==> config.mk <==
export PLATFORM = sky130hd
export DESIGN_NAME = parameter_lock
export DESIGN_NICKNAME = d
export VERILOG_FILES = /design/src/logic/lock_pkg.sv /design/src/logic/key_sync.sv /design/src/logic/parameter_lock.sv
export SDC_FILE = /design/constraint.sdc
export NUM_CORES = 1
export LEC_CHECK = 0
export ABC_AREA = 0
export BUFFER_PORTS_ARGS = -buffer_cell sky130_fd_sc_hd__buf_2
export CORE_ASPECT_RATIO = 1.5
export CORE_MARGIN = 2
export CORE_UTILIZATION = 33
export DETAILED_ROUTE_END_ITERATION = 10
export GPL_ROUTABILITY_DRIVEN = 0
export PLACE_DENSITY_LB_ADDON = 0.2
export REMOVE_ABC_BUFFERS = 1
export SETUP_SLACK_MARGIN = 0.02
export SLEW_MARGIN = 5
export SYNTH_ARGS = -nofsm -noshare
export SYNTH_HDL_FRONTEND = slang
export SYNTH_HIERARCHICAL = 1
export SYNTH_SLANG_ARGS = --single-unit
==> constraint.sdc <==
create_clock -name clk -period 4.8 [get_ports clk]
set_clock_uncertainty 0.1 [all_clocks]
set_input_delay 0.24 -clock clk [delete_from_list [all_inputs] [get_ports clk]]
set_output_delay 0.24 -clock clk [all_outputs]
set_load 0.02 [all_outputs]
==> src/logic/lock_pkg.sv <==
package lock_pkg;
	// Keypad inputs, one bit per key
	typedef struct packed {
		logic fn;
		logic up;
		logic down;
		logic left;
		logic right;
		logic enter;
	} key_t;

	// What the display is asked to show
	typedef enum logic [2:0] {
		IND_STATUS = 3'h0,
		IND_FUNC = 3'h1,
		IND_VALUE = 3'h2,
		IND_PASS = 3'h3,
		IND_END = 3'h4,
		IND_ERR = 3'h5,
		IND_PARAM = 3'h6
	} ind_t;

	typedef struct packed {
		ind_t ind;
		logic [15:0] digits;
		logic [1:0] cursor;
	} display_t;

	// Keypad dialogue states, Gray coded along the usual path
	typedef enum logic [2:0] {
		ST_STATUS = 3'h0,
		ST_SELECT = 3'h1,
		ST_VIEW = 3'h3,
		ST_ENTRY = 3'h2,
		ST_FLASH = 3'h6,
		ST_PARAM = 3'h7
	} state_t;

	// Timing
	localparam int CLK_PERIOD_NS = 50;
	localparam int NS_PER_MS = 1000000;
	localparam int TICK_PERIOD_NS = 1000000;
	localparam int TICK_CYCLES = TICK_PERIOD_NS / CLK_PERIOD_NS;
	localparam int UNLOCK_WINDOW_MIN = 5;
	localparam int WINDOW_TICKS = UNLOCK_WINDOW_MIN * 60 * (NS_PER_MS / TICK_PERIOD_NS) * 1000;
	localparam int FLASH_MS = 500;
	localparam int FLASH_TICKS = FLASH_MS * (NS_PER_MS / TICK_PERIOD_NS);

	// Function numbers and code values, four BCD digits, and the top cursor position
	localparam logic [15:0] FIRST_FUNC = 16'h0001;
	localparam logic [15:0] LOCK_FUNC = 16'h0070;
	localparam logic [15:0] RESTORE_FUNC = 16'h0071;
	localparam logic [15:0] ENC_OFFSET = 16'h3552;
	localparam logic [15:0] CODE_RESET = 16'h0000;
	localparam logic [1:0] CURSOR_MAX = 2'h2;
endpackage : lock_pkg

==> src/logic/key_sync.sv <==
`timescale 1ns/10ps
// Three-stage synchroniser and press detector for keypad pins
module key_sync #(
	parameter int WIDTH = 6
) (
	input wire logic clk, // System clock
	input wire logic arst_n, // Asynchronous reset, active low
	input wire logic [WIDTH-1:0] raw, // Key pins, high while pressed
	output logic [WIDTH-1:0] press // One-cycle pulse per accepted press
);
	logic [WIDTH-1:0] s1;
	logic [WIDTH-1:0] s2;
	logic [WIDTH-1:0] s3;
	logic [WIDTH-1:0] level;
	logic [WIDTH-1:0] next_level;
	logic [WIDTH-1:0] next_press;

	if (WIDTH < 1) begin : g_chk
		$error("key_sync needs at least one key");
	end

	// Filtered level follows only when stages two and three agree
	always_comb begin
		for (int i = 0; i < WIDTH; i++) begin
			next_level[i] = (s2[i] == s3[i]) ? s3[i] : level[i];
		end
		next_press = next_level & ~level;
	end

	// Registers
	always_ff @(posedge clk or negedge arst_n) begin
		if (!arst_n) begin
			s1 <= '0;
			s2 <= '0;
			s3 <= '0;
			level <= '0;
			press <= '0;
		end else begin
			s1 <= raw;
			s2 <= s1;
			s3 <= s2;
			level <= next_level;
			press <= next_press;
		end
	end
endmodule : key_sync

==> src/logic/parameter_lock.sv <==
`timescale 1ns/10ps
module parameter_lock #(
	parameter int TICK_CYCLES = lock_pkg::TICK_CYCLES,
	parameter int WINDOW_TICKS = lock_pkg::WINDOW_TICKS,
	parameter int FLASH_TICKS = lock_pkg::FLASH_TICKS
) (
	input wire logic clk, // System clock, 20 MHz
	input wire logic arst_n, // Asynchronous reset, active low
	input wire lock_pkg::key_t key_pin, // Raw keypad pins, high while pressed
	input wire logic [15:0] retained_code, // Code held in non-volatile store
	output lock_pkg::display_t disp, // Display request
	output logic [15:0] stored_code, // Active code, to non-volatile store
	output logic code_write, // Pulse: stored_code written from code entry
	output logic lock_active, // High while edits are refused
	output logic edit_accept, // Pulse: parameter edit allowed
	output logic edit_reject, // Pulse: parameter edit refused
	output logic factory_restore // Pulse: restore factory settings
);
	localparam int TW = $clog2(TICK_CYCLES + 1);
	localparam int WW = $clog2(WINDOW_TICKS + 1);
	localparam int FW = $clog2(FLASH_TICKS + 1);

	if (TICK_CYCLES < 1 || WINDOW_TICKS < 2 || FLASH_TICKS < 1) begin : g_chk
		$error("parameter_lock timing parameters out of range");
	end

	// Step one BCD digit of a four-digit value up or down, modulo ten
	function automatic logic [15:0] bump_digit(input logic [15:0] v, input logic [1:0] pos,
		input logic up);
		logic [15:0] r;
		logic [3:0] d;
		r = v;
		d = v[{pos, 2'b00} +: 4];
		if (up) begin
			d = (d == 4'h9) ? 4'h0 : d + 4'h1;
		end else begin
			d = (d == 4'h0) ? 4'h9 : d - 4'h1;
		end
		r[{pos, 2'b00} +: 4] = d;
		return r;
	endfunction : bump_digit

	// Hide a code by adding a fixed offset digit by digit, modulo ten
	function automatic logic [15:0] encode(input logic [15:0] c);
		logic [15:0] r;
		logic [4:0] s;
		r = '0;
		for (int i = 0; i < 4; i++) begin
			s = {1'b0, c[i*4 +: 4]} + {1'b0, lock_pkg::ENC_OFFSET[i*4 +: 4]};
			r[i*4 +: 4] = (s > 5'h09) ? 4'(s - 5'h0a) : s[3:0];
		end
		return r;
	endfunction : encode

	lock_pkg::key_t key;
	logic any_key;
	logic any_arrow;
	logic locked;

	lock_pkg::state_t st, next_st;
	logic [15:0] fn_num, next_fn_num;
	logic [15:0] entry, next_entry;
	logic [1:0] cursor, next_cursor;
	logic [15:0] next_code;
	logic unlocked, next_unlocked;
	logic load_done, next_load_done;
	logic [WW-1:0] win_cnt, next_win_cnt;
	logic [FW-1:0] flash_cnt, next_flash_cnt;
	lock_pkg::ind_t flash_ind, next_flash_ind;
	logic [TW-1:0] tick_cnt, next_tick_cnt;
	logic tick, next_tick;
	logic unlock_now;
	lock_pkg::display_t next_disp;
	logic next_code_write;
	logic next_lock_active;
	logic next_edit_accept;
	logic next_edit_reject;
	logic next_factory_restore;

	key_sync #(
		.WIDTH(6)
	) u_keys (
		.clk(clk),
		.arst_n(arst_n),
		.raw(key_pin),
		.press(key)
	);

	assign any_key = |key;
	assign any_arrow = key.up | key.down | key.left | key.right;
	assign locked = (stored_code != lock_pkg::CODE_RESET) && !unlocked;

	// Time base divider
	always_comb begin
		next_tick = 1'b0;
		next_tick_cnt = tick_cnt + TW'(1);
		if (tick_cnt == TW'(TICK_CYCLES - 1)) begin
			next_tick_cnt = '0;
			next_tick = 1'b1;
		end
	end

	// Keypad dialogue, lock state and inactivity window
	always_comb begin
		next_st = st;
		next_fn_num = fn_num;
		next_entry = entry;
		next_cursor = cursor;
		next_code = stored_code;
		next_unlocked = unlocked;
		next_load_done = load_done;
		next_win_cnt = win_cnt;
		next_flash_cnt = flash_cnt;
		next_flash_ind = flash_ind;
		next_code_write = 1'b0;
		next_edit_accept = 1'b0;
		next_edit_reject = 1'b0;
		next_factory_restore = 1'b0;
		unlock_now = 1'b0;
		case (st)
			lock_pkg::ST_STATUS: begin
				if (key.fn) begin
					next_st = lock_pkg::ST_SELECT;
					next_fn_num = lock_pkg::FIRST_FUNC;
					next_cursor = '0;
				end
			end
			lock_pkg::ST_SELECT: begin
				if (key.fn) begin
					next_st = lock_pkg::ST_STATUS;
				end else if (key.left && cursor < lock_pkg::CURSOR_MAX) begin
					next_cursor = cursor + 2'h1;
				end else if (key.right && cursor != 2'h0) begin
					next_cursor = cursor - 2'h1;
				end else if (key.up || key.down) begin
					// A step that would land on function zero is dropped
					if (bump_digit(fn_num, cursor, key.up) != 16'h0000) begin
						next_fn_num = bump_digit(fn_num, cursor, key.up);
					end
				end else if (key.enter) begin
					next_cursor = '0;
					next_st = (fn_num == lock_pkg::LOCK_FUNC) ? lock_pkg::ST_VIEW :
						lock_pkg::ST_PARAM;
				end
			end
			lock_pkg::ST_VIEW: begin
				if (key.fn) begin
					next_st = lock_pkg::ST_SELECT;
				end else if (any_arrow) begin
					next_entry = 16'h0000;
					next_cursor = '0;
					next_st = lock_pkg::ST_ENTRY;
				end
			end
			lock_pkg::ST_ENTRY: begin
				if (key.fn) begin
					next_st = lock_pkg::ST_SELECT;
				end else if (key.left && cursor < lock_pkg::CURSOR_MAX) begin
					next_cursor = cursor + 2'h1;
				end else if (key.right && cursor != 2'h0) begin
					next_cursor = cursor - 2'h1;
				end else if (key.up || key.down) begin
					next_entry = bump_digit(entry, cursor, key.up);
				end else if (key.enter) begin
					next_st = lock_pkg::ST_FLASH;
					next_flash_cnt = '0;
					next_cursor = '0;
					if (locked) begin
						if (entry == stored_code) begin
							next_unlocked = 1'b1;
							unlock_now = 1'b1;
							next_flash_ind = lock_pkg::IND_PASS;
						end else begin
							next_flash_ind = lock_pkg::IND_ERR;
						end
					end else begin
						next_code = entry;
						next_code_write = 1'b1;
						// A first code from the unlocked-free state locks at once
						if (stored_code == lock_pkg::CODE_RESET) begin
							next_unlocked = 1'b0;
						end
						next_flash_ind = lock_pkg::IND_END;
					end
				end
			end
			lock_pkg::ST_FLASH: begin
				if (tick) begin
					next_flash_cnt = flash_cnt + FW'(1);
					if (flash_cnt == FW'(FLASH_TICKS - 1)) begin
						next_st = lock_pkg::ST_SELECT;
					end
				end
			end
			lock_pkg::ST_PARAM: begin
				if (key.fn) begin
					next_st = lock_pkg::ST_SELECT;
				end else if (key.enter) begin
					next_st = lock_pkg::ST_FLASH;
					next_flash_cnt = '0;
					if (locked) begin
						next_edit_reject = 1'b1;
						next_flash_ind = lock_pkg::IND_ERR;
					end else begin
						next_edit_accept = 1'b1;
						// Restore touches settings only, never the code or lock
						next_factory_restore = (fn_num == lock_pkg::RESTORE_FUNC);
						next_flash_ind = lock_pkg::IND_END;
					end
				end
			end
			default: begin
				next_st = lock_pkg::ST_STATUS;
			end
		endcase
		// Inactivity window
		if (any_key || unlock_now) begin
			next_win_cnt = '0;
		end else if (unlocked && tick) begin
			if (win_cnt == WW'(WINDOW_TICKS - 1)) begin
				next_win_cnt = '0;
				next_unlocked = 1'b0;
			end else begin
				next_win_cnt = win_cnt + WW'(1);
			end
		end
		// First cycle after release picks up the retained code
		if (!load_done) begin
			next_code = retained_code;
			next_unlocked = 1'b0;
			next_load_done = 1'b1;
		end
	end

	// Display and lock flag follow the next state so they match the state registers
	always_comb begin
		next_lock_active = (next_code != lock_pkg::CODE_RESET) && !next_unlocked;
		next_disp.cursor = next_cursor;
		case (next_st)
			lock_pkg::ST_STATUS: begin
				next_disp.ind = lock_pkg::IND_STATUS;
				next_disp.digits = 16'h0000;
			end
			lock_pkg::ST_SELECT: begin
				next_disp.ind = lock_pkg::IND_FUNC;
				next_disp.digits = next_fn_num;
			end
			lock_pkg::ST_VIEW: begin
				next_disp.ind = lock_pkg::IND_VALUE;
				next_disp.digits = encode(next_code);
			end
			lock_pkg::ST_ENTRY: begin
				next_disp.ind = lock_pkg::IND_VALUE;
				next_disp.digits = next_entry;
			end
			lock_pkg::ST_FLASH: begin
				next_disp.ind = next_flash_ind;
				next_disp.digits = next_fn_num;
			end
			lock_pkg::ST_PARAM: begin
				next_disp.ind = lock_pkg::IND_PARAM;
				next_disp.digits = next_fn_num;
			end
			default: begin
				next_disp.ind = lock_pkg::IND_STATUS;
				next_disp.digits = 16'h0000;
			end
		endcase
	end

	// Registers
	always_ff @(posedge clk or negedge arst_n) begin
		if (!arst_n) begin
			st <= lock_pkg::ST_STATUS;
			fn_num <= lock_pkg::FIRST_FUNC;
			entry <= 16'h0000;
			cursor <= '0;
			stored_code <= lock_pkg::CODE_RESET;
			unlocked <= 1'b0;
			load_done <= 1'b0;
			win_cnt <= '0;
			flash_cnt <= '0;
			flash_ind <= lock_pkg::IND_END;
			tick_cnt <= '0;
			tick <= 1'b0;
			disp <= '{ind: lock_pkg::IND_STATUS, digits: 16'h0000, cursor: 2'h0};
			code_write <= 1'b0;
			lock_active <= 1'b0;
			edit_accept <= 1'b0;
			edit_reject <= 1'b0;
			factory_restore <= 1'b0;
		end else begin
			st <= next_st;
			fn_num <= next_fn_num;
			entry <= next_entry;
			cursor <= next_cursor;
			stored_code <= next_code;
			unlocked <= next_unlocked;
			load_done <= next_load_done;
			win_cnt <= next_win_cnt;
			flash_cnt <= next_flash_cnt;
			flash_ind <= next_flash_ind;
			tick_cnt <= next_tick_cnt;
			tick <= next_tick;
			disp <= next_disp;
			code_write <= next_code_write;
			lock_active <= next_lock_active;
			edit_accept <= next_edit_accept;
			edit_reject <= next_edit_reject;
			factory_restore <= next_factory_restore;
		end
	end
endmodule : parameter_lock

==> impl_metrics.py <==
metrics = {
    "logic_synthesis": {
        "synthFlopType": "dfrtp_1",
        "netlist_instances": 912,
        "synth_seq_area_share_pct": 44.7,
        "async_reset_ff_share_pct": 100,
        "synth_area_per_cell_um2": 9.58,
        "ys_ff_latch": 156,
        "synth-edff-count": 0,
        "yosys_warnings": 6,
        "netlist_area_um2": 8740,
        "ys_types": 76,
    },
    "sta": {
        "rsz0062_at_grt": "false",
        "min_period_ns": 4.32,
        "hold_viol": 0,
        "period_share_pct": 90.1,
        "fin_ws_ns": 0.476,
        "fmax_ghz": 0.231,
        "finalMaxSlewViolations": 0,
        "finalSetupViolCount": 0,
        "finalSetupTns_ns": 0,
        "tightest_slew_ns": 0.935,
        "slew_headroom_pct": 37.2,
    },
    "routing": {
        "wl_per_cell_um": 19.9,
        "ant_nets": 0,
        "vias": 7328,
        "drt_pre_antenna_iters": 5,
        "drt_iter0_markers": 432,
        "via_per_inst": 5.45,
        "route.detailed.drc": 0,
        "wl_um": 26700,
    },
    "clock_network": {
        "cts_root_buf": "clkbuf_16",
        "cts_sinks": 156,
        "cts_made_buffers": 17,
        "cts_tree": "done",
        "clk_latency_ns": 0.44,
        "htree_levels": 4,
        "clockBufferDepth": 2,
        "cts.clk_slew.worst_paths_ns": 0.06,
    },
    "run_status": {
        "status": "complete, no violations",
    },
    "worst_setup_path": {
        "cp_data_arrival_time_ns": 4.57,
        "startpoint_type": "flop",
        "cp-end-kind": "flop",
        "worstSetupPathType": "flop to flop",
        "cp.required_ns": 5.05,
        "critical_path.max_fanout": 10,
    },
    "power": {
        "combPwrFrac_pct": 41.8,
        "p_clk_share_pct": 26.3,
        "vdd_drop_max_mv": 0.290,
        "p_leak_nw": 4.44,
        "p_per_area_nw_per_um2": 501,
        "p_sw_mw": 2.10,
        "internal_power_mw": 2.99,
        "totalPowerFinal_mw": 5.09,
        "seq_power_share_pct": 31.8,
        "swShare_pct": 41.2,
    },
    "die": {
        "die_w_um": 137,
        "std_cell_rows": 73,
        "dieArea_um2": 27800,
        "die_y_um": 203,
        "core_area_um2": 26300,
        "start_util_pct": 33.2,
        "io_pins": 66,
    },
    "run": {
        "cap_viol_max_count": 0,
    },
    "final_layout": {
        "drive_above_1_share_pct": 17.0,
        "diodes": 0,
        "fin_nets": 1047,
        "final_area_um2": 10200,
        "synthToLayoutAreaGrowth_pct": 16.4,
        "utilization_pct": 38.7,
    },
    "global_routing": {
        "antenna_found_initial": 0,
        "grt_pass1_vias": 7490,
        "overflow": 0,
        "grt_pass1_wl_um": 42200,
        "grt_max_degree": 93,
        "grtUsageTotal_pct": 20.0,
    },
    "hold_path": {
        "hold_path_class": "primary input to flop",
    },
    "placed_design": {
        "dp_slack_ns": 0.473,
        "dp_hpwl_um": 20100,
        "postPlaceCellArea_um2": 9520,
        "io_buffer_count": 65,
    },
}
worst max-delay path: stages (launching register included):
cell      delay, ns
dfrtp_1        0.53
inv_1          0.14
ha_1           0.26
nand2b_1       0.19
nand4_1        0.38
nor2_4         0.43
mux2i_1        0.34
a21oi_4        0.14
xnor2_1        0.33
ha_1           0.31
o21ai_0        0.13
a22oi_1        0.19
a31oi_1        0.06
o32ai_1        0.23
mux2_2         0.38
o21ai_1        0.11
cells in the mapped netlist, drive strengths merged (3+ instances only):
cell,n,share of area [%]
clkbuf,16,0.69
nor2b,19,1.4
a22o,10,1.0
ha,29,4.2
a21oi,46,3.0
a31oi,14,1.2
and2,12,0.86
nand2,92,4.0
xnor2,31,3.1
a31o,4,0.40
a221oi,6,0.60
a22oi,3,0.26
and3,13,0.93
or3,5,0.36
nor4,15,1.2
a211oi,8,0.74
and3b,6,0.69
inv,40,1.7
nor4b,8,0.80
nor2,83,3.7
o221ai,3,0.30
or2,4,0.29
dfrtp,154,44
nand2b,9,0.64
o32ai,3,0.39
mux2i,18,2.1
nor3b,5,0.49
o22ai,8,0.57
o21ai,66,3.9
nand4,22,1.6
buf,15,0.86
mux4,7,1.8
nand3,37,2.1
xor2,15,1.6
nor3,12,0.82
mux2,7,0.94
o31ai,12,1.0
a21o,9,0.77
o21a,3,0.26
a21boi,3,0.26
maj3,6,0.77
o211ai,6,0.52
state kept, by name, summed over array words and instances (netlist names), 6 cells and up:
signal / flops
disp: 19
u_keys/s2: 6
win_cnt: 19
u_keys/level: 6
flash_cnt: 9
stored_code: 16
fn_num: 16
tick_cnt: 15
u_keys/s3: 6
entry: 16
u_keys/press: 6
u_keys/s1: 6
path summary, 6_finish.rpt:
kind	to	startpoint	slack, ns	cells past startpoint
max	disp[12]	cursor[0]	0.48	15
max in group asynchronous	u_keys/s1[4]	arst_n	3.16	3
min in group asynchronous	flash_cnt[5]	arst_n	0.38	2
max reg2reg	disp[12]	cursor[0]	0.48	15
min	stored_code[9]	retained_code[9]	0.06	3
min reg2reg	u_keys/s2[1]	u_keys/s1[1]	0.25	0
logic make-up (layout without fill, tap and decap cells):
family                   Yosys count  count (layout)  share of synthesized area, %
flip-flops                       156             156                          44.7
AO/OA/AOI/OAI                    224             224                          17.3
other                              1               1                        0.0429
buffers and inverters             71             166                          3.26
multiplexers                      32              32                          4.81
adder cells (fa/ha/maj)           35              35                          4.92
XOR/XNOR                          46              46                          4.70
AND/OR/NAND/NOR                  347             347                          20.3
routing by layer:
metal	vias to the layer above	part of all wire, %	track usage (%)
li1	3467	-	-
met1	3614	40	23.0
met2	184	53	35.8
met3	63	3.3	3.43
met4	0	3.8	9.06
met5	-	0	0
power by group through the flow:
stage                     sequential, mW  clock, mW  combinational [mW]
final                               1.62       1.34                2.13
after global routing                1.64       1.43                2.31
after CTS                           1.62       1.38                2.13
after detailed placement            1.65          0                2.11
after global placement              1.64          0                2.10
after floorplan                     1.73          0                1.28
cell usage in the layout (no fill, tap or decap), types with 8 or more instances in the layout:
master,instances
o21ai_0,61
and2_1,12
a21oi_1,42
nor3_1,11
buf_4,22
nor2b_1,19
clkbuf_16,17
nand3_1,37
buf_2,64
xnor2_1,31
o22ai_1,8
ha_1,29
dfrtp_1,154
nor4_1,13
o31ai_1,12
a31oi_1,12
and3_1,13
inv_1,40
nor4b_1,8
nand2_1,92
mux2i_1,18
nor2_1,82
a21o_1,9
a22o_1,10
xor2_1,14
nand4_1,22
nand2b_1,9
layout make-up:
class / count / area (µm²)
clock buffers: 20 / 457
inverters: 40 / 150
multi-input cells: 685 / 4550
flip-flops and latches: 156 / 3910
repair buffers: 94 / 567
clock inverters: 12 / 121
well taps: 337 / 422
fillers: 2641 / 16100
per-stage QoR:
step / instances / hold slack (ns)
after global routing: 1344 / 0.0606
after global placement: 1305 / 0.234
after detailed placement: 1305 / 0.241
after CTS: 1344 / 0.0269
final: 1344 / 0.0601
after floorplan: 881 / -0.156
timing repair:
| item | 4_1_cts | 5_1_grt |
|---|---|---|
| gates resized for setup | 0 | 0 |
| endpoints found under the hold margin | 94 | 0 |
| hold buffers | 7 | 0 |
| setup buffers | 0 | 0 |
Note: power is estimated with default switching activity, not from simulation.
